==> src/mpmi_params.svh <==
`ifndef MPMI_PARAMS_SVH
`define MPMI_PARAMS_SVH
// ************************************************************
// clock and timing
// ************************************************************
`define MPMI_CLK_HZ 20000000
`define MPMI_MDC_MAX_HZ 2500000
`define MPMI_TXCLK_10M_HZ 2500000
`define MPMI_TXCLK_100M_HZ 25000000
// ************************************************************
// frame format
// ************************************************************
`define MPMI_PREAMBLE 64'hD555555555555555
`define MPMI_PRE_BITS 7'd64
`define MPMI_MII_SFD 4'hD
`define MPMI_RMII_SFD 2'h3
`define MPMI_CRC_INIT 32'hFFFFFFFF
`define MPMI_CRC_POLY 32'hEDB88320
`define MPMI_CRC_RESIDUE 32'hDEBB20E3
`define MPMI_MIN_BITS 14'h0200
`define MPMI_MAX_BITS 14'h2F70
`define MPMI_BITS_SAT 14'h3FFF
// ************************************************************
// management frame
// ************************************************************
`define MPMI_MD_BITS 7'd64
`define MPMI_MD_TA_BIT 7'd46
`define MPMI_MD_DATA_BIT 7'd48
`define MPMI_MD_OP_WR 2'h1
`define MPMI_MD_OP_RD 2'h2
`endif

==> src/mpmi_pkg.sv <==
package mpmi_pkg;
    typedef struct packed {
        logic last;
        logic [1:0] nbytes_m1;
        logic [31:0] data;
    } mpmi_word_s;
    typedef struct packed {
        logic bad;
        mpmi_word_s w;
    } mpmi_rx_word_s;
    typedef struct packed {
        logic write;
        logic [4:0] phy;
        logic [4:0] regad;
        logic [15:0] wdata;
    } mpmi_mgmt_cmd_s;
    typedef enum logic [1:0] {
        MPMI_TX_IDLE = 2'b00,
        MPMI_TX_PRE = 2'b01,
        MPMI_TX_DATA = 2'b10,
        MPMI_TX_DROP = 2'b11
    } mpmi_tx_state_e;
    typedef enum logic [1:0] {
        MPMI_RX_IDLE = 2'b00,
        MPMI_RX_SFD = 2'b01,
        MPMI_RX_DATA = 2'b10,
        MPMI_RX_FLUSH = 2'b11
    } mpmi_rx_state_e;
endpackage

==> src/mpmi_top.sv <==
// Behaviour
// - separate 32-bit transmit and receive FIFOs with valid/ready handshake
// - frame data crosses safely between application and link timing
// - transmit nibble clock from the internal divider: 2.5 MHz at 10 Mbit/s, 10 MHz at 100
// - transmit clock from internal divider, external oscillator or, in reduced mode, the receive clock
// - transmit nibbles leave least significant bit first
// - transmit data only meaningful while transmit enable is high
// - transmit enable rises with first preamble nibble, holds to frame end
// - receive error without data valid is status, never frame data
// - carrier sense asynchronous; ignored in full duplex
// - collision ignored in full duplex, taken asynchronously
// - reduced mode: independent two-bit transmit and receive paths
// - management clock divided from system clock, at most 2.5 MHz
// - management data driven on management clock by sending side
// - independent transmit and receive data movers toward memory
// - completion and error events raise interrupts under enable
// - frame bad on CRC, runt, alignment, oversize or receive error
`timescale 1ns/100ps
`include "mpmi_params.svh"

// ************************************************************
// shift-register FIFO: head always sits in entry 0
// ************************************************************
module mpmi_fifo #(
    parameter int W = 8,
    parameter int DEPTH = 4
) (
    // clock and reset
    input wire logic clk,
    input wire logic rst,
    // fill side
    input wire logic [W-1:0] in_data,
    input wire logic in_valid,
    output logic in_ready,
    // drain side
    output logic [W-1:0] out_data,
    output logic out_valid,
    input wire logic out_ready
);
    localparam int CW = $clog2(DEPTH + 1);
    logic [W-1:0] mem_r [DEPTH];
    logic [W-1:0] mem_nxt [DEPTH];
    logic [CW-1:0] cnt_r, cnt_nxt;
    logic rdy_r, rdy_nxt, vld_r, vld_nxt;
    logic push, pop;

    assign push = in_valid && rdy_r;
    assign pop = out_ready && vld_r;
    assign in_ready = rdy_r;
    assign out_valid = vld_r;
    assign out_data = mem_r[0];

    genvar i;
    generate
        for (i = 0; i < DEPTH; i++) begin : g_ent
            always_comb begin
                mem_nxt[i] = mem_r[i];
                if (pop) begin
                    if (i < DEPTH - 1)
                        mem_nxt[i] = mem_r[i+1];
                    if (push && i == int'(cnt_r) - 1)
                        mem_nxt[i] = in_data;
                end else if (push && i == int'(cnt_r)) begin
                    mem_nxt[i] = in_data;
                end
            end
            always_ff @(posedge clk or posedge rst) begin
                if (rst)
                    mem_r[i] <= '0;
                else
                    mem_r[i] <= mem_nxt[i];
            end
        end
    endgenerate

    always_comb begin
        cnt_nxt = cnt_r + CW'(push) - CW'(pop);
        rdy_nxt = (cnt_nxt != CW'(DEPTH));
        vld_nxt = (cnt_nxt != '0);
    end

    always_ff @(posedge clk or posedge rst) begin
        if (rst) begin
            cnt_r <= '0;
            rdy_r <= 1'b1;
            vld_r <= 1'b0;
        end else begin
            cnt_r <= cnt_nxt;
            rdy_r <= rdy_nxt;
            vld_r <= vld_nxt;
        end
    end
endmodule // mpmi_fifo

// ************************************************************
// media interface top
// ************************************************************
module mpmi_top import mpmi_pkg::*; #(
    parameter int TX_DEPTH = 8,
    parameter int RX_DEPTH = 8
) (
    // clock and reset
    input wire logic clk,
    input wire logic rst,
    // mode
    input wire logic rmii_mode,
    input wire logic speed_100,
    input wire logic tx_clk_ext_sel,
    input wire logic full_duplex,
    input wire logic [2:0] irq_enable,
    // transmit words from memory
    input wire mpmi_word_s tx_word,
    input wire logic tx_word_valid,
    output logic tx_word_ready,
    // receive words to memory
    output mpmi_rx_word_s rx_word,
    output logic rx_word_valid,
    input wire logic rx_word_ready,
    // transmit pins
    input wire logic tx_clk_osc,
    output logic tx_nibble_clk,
    output logic [3:0] txd,
    output logic tx_en,
    // receive pins
    input wire logic rx_clk_in,
    input wire logic [3:0] rxd,
    input wire logic rx_data_valid,
    input wire logic rx_error_in,
    input wire logic carrier_sense_in,
    input wire logic collision_in,
    // station management port
    input wire logic mgmt_start,
    input wire mpmi_mgmt_cmd_s mgmt_cmd,
    output logic mgmt_busy,
    output logic [15:0] mgmt_rdata,
    output logic mdc,
    input wire logic mdio_in,
    output logic mdio_out,
    output logic mdio_oe,
    // events
    output logic tx_done_irq,
    output logic rx_done_irq,
    output logic error_irq
);
    localparam int CLK_HZ = `MPMI_CLK_HZ;
    localparam int MDC_HALF = (CLK_HZ + 2 * `MPMI_MDC_MAX_HZ - 1) /
        (2 * `MPMI_MDC_MAX_HZ);
    localparam int TXH_10 = (CLK_HZ + 2 * `MPMI_TXCLK_10M_HZ - 1) /
        (2 * `MPMI_TXCLK_10M_HZ);
    localparam int TXH_100 = (CLK_HZ + 2 * `MPMI_TXCLK_100M_HZ - 1) /
        (2 * `MPMI_TXCLK_100M_HZ);

    function automatic logic [31:0] crc_step(input logic [31:0] c,
            input logic [3:0] d, input logic [2:0] n);
        logic [31:0] r;
        r = c;
        for (int i = 0; i < 4; i++) begin
            if (i < int'(n))
                r = (r >> 1) ^ ((r[0] ^ d[i]) ? `MPMI_CRC_POLY : 32'h0);
        end
        return r;
    endfunction

    // ********************************************************
    // synchronisers
    // ********************************************************
    // only the second stage and the clock history flops are read
    logic [9:0] s1_r, s2_r;
    logic [1:0] s3_r;
    always_ff @(posedge clk or posedge rst) begin
        if (rst) begin
            s1_r <= '0;
            s2_r <= '0;
            s3_r <= '0;
        end else begin
            s1_r <= {rx_clk_in, tx_clk_osc, carrier_sense_in,
                collision_in, rx_data_valid, rx_error_in, rxd};
            s2_r <= s1_r;
            s3_r <= s2_r[9:8];
        end
    end
    logic rxc_rise, osc_fall, crs_s, col_s, dv_s, er_s;
    logic [3:0] rxd_s;
    logic [2:0] uw;
    assign rxc_rise = s2_r[9] && !s3_r[1];
    assign osc_fall = !s2_r[8] && s3_r[0];
    assign crs_s = s2_r[7] && !full_duplex;
    assign col_s = s2_r[6] && !full_duplex;
    assign dv_s = s2_r[5];
    assign er_s = s2_r[4];
    assign rxd_s = s2_r[3:0];
    assign uw = rmii_mode ? 3'd2 : 3'd4;

    // ********************************************************
    // fifos
    // ********************************************************
    mpmi_word_s txf_out;
    logic txf_valid, txf_pop;
    mpmi_rx_word_s rxf_in;
    logic rxf_push, rxf_ready;
    mpmi_fifo #(.W($bits(mpmi_word_s)), .DEPTH(TX_DEPTH)) u_txf (
        .clk(clk), .rst(rst),
        .in_data(tx_word), .in_valid(tx_word_valid),
        .in_ready(tx_word_ready),
        .out_data(txf_out), .out_valid(txf_valid), .out_ready(txf_pop));
    mpmi_fifo #(.W($bits(mpmi_rx_word_s)), .DEPTH(RX_DEPTH)) u_rxf (
        .clk(clk), .rst(rst),
        .in_data(rxf_in), .in_valid(rxf_push), .in_ready(rxf_ready),
        .out_data(rx_word), .out_valid(rx_word_valid),
        .out_ready(rx_word_ready));

    // ********************************************************
    // transmit
    // ********************************************************
    mpmi_tx_state_e tx_st_r, tx_st_nxt;
    logic [63:0] sh_r, sh_nxt;
    logic [6:0] bits_r, bits_nxt;
    logic [7:0] hc_r, hc_nxt;
    logic tclk_r, tclk_nxt, tlast_r, tlast_nxt, ten_r, ten_nxt;
    logic [3:0] txd_r, txd_nxt;
    logic tdone, terr, ttick;
    always_comb begin
        tx_st_nxt = tx_st_r;
        sh_nxt = sh_r;
        bits_nxt = bits_r;
        hc_nxt = hc_r;
        tclk_nxt = tclk_r;
        tlast_nxt = tlast_r;
        ten_nxt = ten_r;
        txd_nxt = txd_r;
        txf_pop = 1'b0;
        tdone = 1'b0;
        terr = 1'b0;
        ttick = 1'b0;
        if (rmii_mode || tx_clk_ext_sel) begin
            tclk_nxt = rmii_mode ? s2_r[9] : s2_r[8];
            ttick = rmii_mode ? !s2_r[9] && s3_r[1] : osc_fall;
            hc_nxt = '0;
        end else if (hc_r == '0) begin
            hc_nxt = 8'(speed_100 ? TXH_100 - 1 : TXH_10 - 1);
            tclk_nxt = !tclk_r;
            ttick = tclk_r;
        end else begin
            hc_nxt = hc_r - 8'h01;
        end
        case (tx_st_r)
            MPMI_TX_IDLE: begin
                if (ttick) begin
                    ten_nxt = 1'b0;
                    if (txf_valid && !crs_s) begin
                        sh_nxt = `MPMI_PREAMBLE;
                        bits_nxt = `MPMI_PRE_BITS;
                        tx_st_nxt = MPMI_TX_PRE;
                    end
                end
            end
            MPMI_TX_PRE, MPMI_TX_DATA: begin
                if (ttick && col_s) begin
                    ten_nxt = 1'b0;
                    terr = 1'b1;
                    tx_st_nxt = (tx_st_r == MPMI_TX_DATA && tlast_r) ?
                        MPMI_TX_IDLE : MPMI_TX_DROP;
                end else if (ttick) begin
                    ten_nxt = 1'b1;
                    txd_nxt = rmii_mode ? {2'h0, sh_r[1:0]} : sh_r[3:0];
                    sh_nxt = sh_r >> uw;
                    bits_nxt = bits_r - 7'(uw);
                    if (bits_r == 7'(uw)) begin
                        if (tx_st_r == MPMI_TX_DATA && tlast_r) begin
                            tdone = 1'b1;
                            tx_st_nxt = MPMI_TX_IDLE;
                        end else if (txf_valid) begin
                            txf_pop = 1'b1;
                            sh_nxt = {32'h0, txf_out.data};
                            bits_nxt = {2'h0, txf_out.nbytes_m1 + 2'h1, 3'h0}
                                + (txf_out.nbytes_m1 == 2'h3 ? 7'h20 : 7'h0);
                            tlast_nxt = txf_out.last;
                            tx_st_nxt = MPMI_TX_DATA;
                        end else begin
                            terr = 1'b1;
                            tx_st_nxt = MPMI_TX_DROP;
                        end
                    end
                end
            end
            MPMI_TX_DROP: begin
                if (ttick)
                    ten_nxt = 1'b0;
                if (txf_valid) begin
                    txf_pop = 1'b1;
                    if (txf_out.last)
                        tx_st_nxt = MPMI_TX_IDLE;
                end
            end
            default: tx_st_nxt = MPMI_TX_IDLE;
        endcase
    end
    always_ff @(posedge clk or posedge rst) begin
        if (rst) begin
            tx_st_r <= MPMI_TX_IDLE;
            sh_r <= '0;
            bits_r <= '0;
            hc_r <= '0;
            tclk_r <= 1'b0;
            tlast_r <= 1'b0;
            ten_r <= 1'b0;
            txd_r <= '0;
        end else begin
            tx_st_r <= tx_st_nxt;
            sh_r <= sh_nxt;
            bits_r <= bits_nxt;
            hc_r <= hc_nxt;
            tclk_r <= tclk_nxt;
            tlast_r <= tlast_nxt;
            ten_r <= ten_nxt;
            txd_r <= txd_nxt;
        end
    end
    assign tx_nibble_clk = tclk_r;
    assign tx_en = ten_r;
    assign txd = txd_r;

    // ********************************************************
    // receive
    // ********************************************************
    mpmi_rx_state_e rx_st_r, rx_st_nxt;
    logic [31:0] acc_r, acc_nxt, crc_r, crc_nxt;
    logic [5:0] bc_r, bc_nxt;
    logic [13:0] tot_r, tot_nxt;
    mpmi_word_s pend_r, pend_nxt;
    logic pv_r, pv_nxt, ers_r, ers_nxt, ovf_r, ovf_nxt, rdone;
    logic sfd, bad;
    always_comb begin
        rx_st_nxt = rx_st_r;
        acc_nxt = acc_r;
        crc_nxt = crc_r;
        bc_nxt = bc_r;
        tot_nxt = tot_r;
        pend_nxt = pend_r;
        pv_nxt = pv_r;
        ers_nxt = ers_r;
        ovf_nxt = ovf_r;
        rdone = 1'b0;
        rxf_push = 1'b0;
        rxf_in = '0;
        sfd = rmii_mode ? (rxd_s[1:0] == `MPMI_RMII_SFD)
            : (rxd_s == `MPMI_MII_SFD);
        bad = ers_r || ovf_r || bc_r[2:0] != 3'h0
            || crc_r != `MPMI_CRC_RESIDUE || tot_r < `MPMI_MIN_BITS
            || tot_r > `MPMI_MAX_BITS;
        case (rx_st_r)
            MPMI_RX_IDLE: begin
                if (rxc_rise && dv_s) begin
                    acc_nxt = '0;
                    crc_nxt = `MPMI_CRC_INIT;
                    bc_nxt = '0;
                    tot_nxt = '0;
                    ovf_nxt = 1'b0;
                    ers_nxt = er_s;
                    rx_st_nxt = sfd ? MPMI_RX_DATA : MPMI_RX_SFD;
                end
            end
            MPMI_RX_SFD: begin
                if (rxc_rise) begin
                    ers_nxt = ers_r || (dv_s && er_s);
                    if (!dv_s)
                        rx_st_nxt = MPMI_RX_IDLE;
                    else if (sfd)
                        rx_st_nxt = MPMI_RX_DATA;
                end
            end
            MPMI_RX_DATA: begin
                if (rxc_rise && !dv_s) begin
                    rx_st_nxt = MPMI_RX_FLUSH;
                end else if (rxc_rise) begin
                    ers_nxt = ers_r || er_s;
                    acc_nxt = rmii_mode ? {rxd_s[1:0], acc_r[31:2]}
                        : {rxd_s, acc_r[31:4]};
                    crc_nxt = crc_step(crc_r, rxd_s, uw);
                    tot_nxt = (tot_r == `MPMI_BITS_SAT) ? tot_r
                        : tot_r + 14'(uw);
                    bc_nxt = bc_r + 6'(uw);
                    if (bc_nxt == 6'h20) begin
                        bc_nxt = '0;
                        if (pv_r) begin
                            rxf_push = 1'b1;
                            rxf_in = {1'b0, pend_r};
                            ovf_nxt = ovf_r || !rxf_ready;
                        end
                        pend_nxt = {1'b0, 2'h3, acc_nxt};
                        pv_nxt = 1'b1;
                    end
                end
            end
            MPMI_RX_FLUSH: begin
                if (pv_r) begin
                    rxf_push = 1'b1;
                    rxf_in = {bad, pend_r.last, pend_r.nbytes_m1,
                        pend_r.data};
                    rxf_in.w.last = (bc_r < 6'h08);
                    rxf_in.bad = bad && rxf_in.w.last;
                    if (rxf_ready)
                        pv_nxt = 1'b0;
                end else if (bc_r >= 6'h08) begin
                    rxf_push = 1'b1;
                    rxf_in.bad = bad;
                    rxf_in.w.last = 1'b1;
                    rxf_in.w.nbytes_m1 = 2'(bc_r[4:3] - 2'h1);
                    rxf_in.w.data = acc_r >> (6'h20 - bc_r);
                    if (rxf_ready)
                        bc_nxt = {3'h0, bc_r[2:0]};
                end else begin
                    rdone = (tot_r != '0);
                    rx_st_nxt = MPMI_RX_IDLE;
                end
            end
            default: rx_st_nxt = MPMI_RX_IDLE;
        endcase
    end
    always_ff @(posedge clk or posedge rst) begin
        if (rst) begin
            rx_st_r <= MPMI_RX_IDLE;
            acc_r <= '0;
            crc_r <= '0;
            bc_r <= '0;
            tot_r <= '0;
            pend_r <= '0;
            pv_r <= 1'b0;
            ers_r <= 1'b0;
            ovf_r <= 1'b0;
        end else begin
            rx_st_r <= rx_st_nxt;
            acc_r <= acc_nxt;
            crc_r <= crc_nxt;
            bc_r <= bc_nxt;
            tot_r <= tot_nxt;
            pend_r <= pend_nxt;
            pv_r <= pv_nxt;
            ers_r <= ers_nxt;
            ovf_r <= ovf_nxt;
        end
    end

    // ********************************************************
    // station management and events
    // ********************************************************
    logic [63:0] md_r, md_nxt;
    logic [6:0] mi_r, mi_nxt;
    logic [3:0] mh_r, mh_nxt;
    logic mb_r, mb_nxt, mc_r, mc_nxt, mo_r, mo_nxt, me_r, me_nxt, mw_r, mw_nxt;
    logic [15:0] rd_r, rd_nxt;
    logic [2:0] ev_r, ev_nxt;
    always_comb begin
        md_nxt = md_r;
        mi_nxt = mi_r;
        mh_nxt = mh_r;
        mb_nxt = mb_r;
        mc_nxt = mc_r;
        mo_nxt = mo_r;
        me_nxt = me_r;
        mw_nxt = mw_r;
        rd_nxt = rd_r;
        ev_nxt = irq_enable & {rdone && bad || terr, rdone, tdone};
        if (!mb_r) begin
            if (mgmt_start) begin
                md_nxt = {32'hFFFFFFFF, 2'h1, mgmt_cmd.write ?
                    `MPMI_MD_OP_WR : `MPMI_MD_OP_RD, mgmt_cmd.phy,
                    mgmt_cmd.regad, 2'h2, mgmt_cmd.wdata};
                mw_nxt = mgmt_cmd.write;
                mb_nxt = 1'b1;
                mi_nxt = '0;
                mh_nxt = 4'(MDC_HALF - 1);
                mo_nxt = 1'b1;
                me_nxt = 1'b1;
            end
        end else if (mh_r != '0) begin
            mh_nxt = mh_r - 4'h1;
        end else begin
            mh_nxt = 4'(MDC_HALF - 1);
            mc_nxt = !mc_r;
            if (!mc_r) begin
                if (!mw_r && mi_r >= `MPMI_MD_DATA_BIT)
                    rd_nxt = {rd_r[14:0], mdio_in};
            end else if (mi_r == `MPMI_MD_BITS - 7'd1) begin
                mb_nxt = 1'b0;
                me_nxt = 1'b0;
            end else begin
                mi_nxt = mi_r + 7'd1;
                md_nxt = md_r << 1;
                mo_nxt = md_r[62];
                me_nxt = mw_r || (mi_nxt < `MPMI_MD_TA_BIT);
            end
        end
    end
    always_ff @(posedge clk or posedge rst) begin
        if (rst) begin
            md_r <= '0;
            mi_r <= '0;
            mh_r <= '0;
            mb_r <= 1'b0;
            mc_r <= 1'b0;
            mo_r <= 1'b0;
            me_r <= 1'b0;
            mw_r <= 1'b0;
            rd_r <= '0;
            ev_r <= '0;
        end else begin
            md_r <= md_nxt;
            mi_r <= mi_nxt;
            mh_r <= mh_nxt;
            mb_r <= mb_nxt;
            mc_r <= mc_nxt;
            mo_r <= mo_nxt;
            me_r <= me_nxt;
            mw_r <= mw_nxt;
            rd_r <= rd_nxt;
            ev_r <= ev_nxt;
        end
    end
    assign mgmt_busy = mb_r;
    assign mgmt_rdata = rd_r;
    assign mdc = mc_r;
    assign mdio_out = mo_r;
    assign mdio_oe = me_r;
    assign {error_irq, rx_done_irq, tx_done_irq} = ev_r;
endmodule // mpmi_top

==> config.mk <==
export PLATFORM = sky130hd
export DESIGN_NAME = mpmi_top
export DESIGN_NICKNAME = d
export VERILOG_FILES = /design/src/mpmi_pkg.sv /design/src/mpmi_top.sv
export VERILOG_INCLUDE_DIRS = /design/src
export SDC_FILE = /design/constraint.sdc
export NUM_CORES = 2
export LEC_CHECK = 0
export BUFFER_PORTS_ARGS = -buffer_cell sky130_fd_sc_hd__buf_2
export CORE_ASPECT_RATIO = 0.75
export CORE_MARGIN = 4
export CORE_UTILIZATION = 30
export CTS_BUF_LIST = sky130_fd_sc_hd__clkbuf_4
export DETAILED_ROUTE_END_ITERATION = 7
export GPL_ROUTABILITY_DRIVEN = 0
export PLACE_DENSITY = 0.57
export SYNTH_ARGS = -nofsm -noshare
export SYNTH_HDL_FRONTEND = slang
export SYNTH_SLANG_ARGS = --single-unit
export TNS_END_PERCENT = 1
==> constraint.sdc <==
create_clock -name clk -period 28.2 [get_ports clk]
set_clock_uncertainty 0.2 [all_clocks]
set_input_delay 2.82 -clock clk [delete_from_list [all_inputs] [get_ports clk]]
set_output_delay 2.82 -clock clk [all_outputs]
set_load 0.01 [all_outputs]
==> results_dict.tcl <==
set metrics [dict create \
    cts-htree-levels 4 \
    io_pins 152 \
    antenna_left 0 \
    synth-main-ff-cell "dfrtp_1" \
    mostFrequentLayoutCells "904 x dfrtp_1, 481 x nand2_1, 375 x o21ai_0" \
    crit_top_cell "a31o_2" \
    grt_usage_pct 14.3 \
    routed_via_density 5.13 \
    layout.nets 4483 \
    coreArea_mm2 0.144 \
    drt_pass1_iterations 6 \
    syn2layout_area_growth_pct 11.4 \
    netlist_area_mm2 0.0436 \
    hold_path.class "reg -> reg" \
    clockBufferDepth 3 \
    wl_met3_mm 5.49 \
    timing.critical_path.buf_inv 3 \
    n_fill_cell 14600 \
    clk_latency_ns 1.16 \
    die_w_um 448 \
    path_cells "buf_6 -> inv_1 -> buf_4 -> fa_1 -> nor4bb_1 -> a22o_1 -> a31o_2 -> a41o_2 -> o22ai_1 -> a31o_2" \
    grt_first_pass_wirelength_mm 181 \
    status "complete, no violations" \
    cts-root-buf "clkbuf_4" \
    cp_slowest_cell "a41o_2" \
    netlist_instances 4271 \
    drv_cap 0 \
    routed_wl_mm 109 \
    dpl.hpwl_mm 69.0 \
    cts.sinks 907 \
    yosys_register_bits 907 \
    cts_tree "built" \
    first_global_vias 32400 \
    postCtsSetupBuffers 0 \
    drive_above_1_share_pct 17.3 \
    syn_avg_cell_area_um2 10.2 \
    drt-wirelength-per-cell_um 17.0 \
    synth-edff-count 0 \
    rows 120 \
    wl_met1_mm 54.9 \
    post_cts_resized 0 \
    initialDrtViolationCount 2470 \
    io_buffers 151 \
    setup_violations 0 \
    die-area_mm2 0.152 \
    vias 32900 \
    finalCritPeriodShare_pct 21.8 \
    peakVddDrop_mv 0.0723 \
    routed-wl-met2_mm 46.2 \
    powerDensity_mw_per_mm2 99.1 \
    finalPower_w 0.00481 \
    ys_seq_area_share_pct 52.1 \
    cts_made_buffers 234 \
    fp.dieH_um 338 \
    max_stage_delay_ns 1.10 \
    cp-end-kind "flop" \
    design_area_mm2 0.0486 \
    antenna_found_initial 7 \
    utilization_pct 33.8 \
    finalHoldViolCount 0 \
    worstSetupStartpointType "input port" \
    grt_overflow 0 \
    start_util_pct 30.4 \
    slew_violations 0 \
    syn-num-nets 4403 \
    p_leak_nw 21.4 \
    synth_cell_type_count 89 \
    drcViolationCount 0 \
    async_flop_share_pct 100 \
    fmax_ghz 0.163 \
    required_ns 29.01 \
    slew_headroom_pct 18.4 \
    rsz0062_at_grt "no" \
    setup-tns-final_ns 0 \
    final_common_cell "dfrtp_1" \
    worstPathMaxFanout 72 \
    arrival_ns 6.96 \
    crit_family "compound AO/OA/AOI/OAI gates" \
    period_needed_ns 6.15 \
    grt_max_degree 138 \
    clkTransAtPathRegs_ns 0.07 \
    cts_hold_buf 0 \
    top_layer "met5" \
    worst_pin_slew_ns 1.22 \
    ys_warn_count 0 \
    criticalPathCategory "in -> reg" \
    place_area_mm2 0.0457 \
]
Yosys cell counts, types with 42 or more instances:
| library cell | instances | share of area (%) |
|---|---|---|
| nor2_1 | 342 | 2.9 |
| dfrtp_1 | 905 | 52 |
| ha_1 | 42 | 1.2 |
| buf_2 | 83 | 0.95 |
| nor3_1 | 236 | 2.7 |
| a31oi_1 | 101 | 1.4 |
| mux2i_1 | 264 | 6.1 |
| xnor2_1 | 42 | 0.84 |
| o21ai_0 | 375 | 4.3 |
| mux2_2 | 119 | 3.1 |
| inv_1 | 129 | 1.1 |
| a221o_1 | 213 | 4.9 |
| a21oi_1 | 154 | 1.8 |
| clkbuf_1 | 215 | 1.9 |
| nand2_1 | 482 | 4.2 |
power by group:
group / total [W] / switching (W) / internal, W / leakage, nW
combinational: 0.00162 / 0.000917 / 0.000702 / 8.54
clock: 0.00112 / 0.000564 / 0.000559 / 1.72
sequential: 0.00207 / 0.000330 / 0.00174 / 11.2
total: 0.00481 / 0.00181 / 0.00300 / 21.4
final cells by class:
cell class              instances  area (µm²)  share of cell area [%]
multi-input cells            2862       18800                    38.8
repair buffers                217        1270                    2.62
clock buffers                 345        2590                    5.33
inverters                     129         488                    1.00
diodes                          6        15.0                  0.0309
well taps                    1891        2370                    4.87
flip-flops and latches        907       22700                    46.7
clock inverters                53         293                   0.603
path summary, 6_finish.rpt:
path,startpoint,to,slack (ns),depth (start not counted)
min reg2reg,s1_r[9]$_DFF_PP0_,s2_r[9]$_DFF_PP0_,0.12,0
max in group asynchronous,rst,u_txf.mem_r[84]$_DFFE_PP0P_,22.21,6
min,s1_r[9]$_DFF_PP0_,s2_r[9]$_DFF_PP0_,0.12,0
min in group asynchronous,rst,u_rxf.mem_r[140]$_DFFE_PP0P_,1.65,2
max,rmii_mode,u_rxf.mem_r[146]$_DFFE_PP0P_,22.05,10
max reg2reg,bc_r[1]$_DFFE_PP0P_,u_rxf.mem_r[146]$_DFFE_PP0P_,23.50,9
state kept, by name, summed over array words and instances (netlist names), 13 cells and up:
signal          count
u_txf.mem_r       245
acc_r              32
sh_r               64
pend_r             33
u_rxf.mem_r       252
tot_r              13
u_txf.out_data     35
md_r               63
crc_r              32
mgmt_rdata         16
u_rxf.out_data     36
worst register-to-register path, stage by stage, from the launching register on:
cell and delay, ns:
dfrtp_1 0.34, buf_4 0.35, ha_1 0.31, fa_1 0.48
nor4bb_1 0.33, a22o_1 0.32, a31o_2 0.68, a41o_2 1.13
o22ai_1 0.17, a31o_2 0.26
routing by layer:
metal,up-vias,global-route usage (%)
met2,736,20.6
met1,16200,21.4
met3,175,3.01
li1,15700,-
met4,2,4.54
met5,-,0
kinds of logic after synthesis:
family | count (synthesis) | synth area share [%]
mux | 396 | 9.81
fa+ha+maj | 47 | 1.44
simple gates | 1230 | 12.5
flops | 907 | 52.1
xor+xnor | 74 | 1.60
compound gates | 1115 | 17.5
buf+inv | 502 | 5.09
per-stage QoR:
stage / instances / hold WS [ns] / worst slack, ns
after detailed placement: 6006 / 0.136 / 20.82
after global routing: 6408 / 0.118 / 21.56
after CTS: 6404 / 0.136 / 22.14
final: 6410 / 0.115 / 22.05
after global placement: 6006 / 0.133 / 20.81
after floorplan: 4271 / 0.131 / 12.70
(Power assumes the default switching activity.)
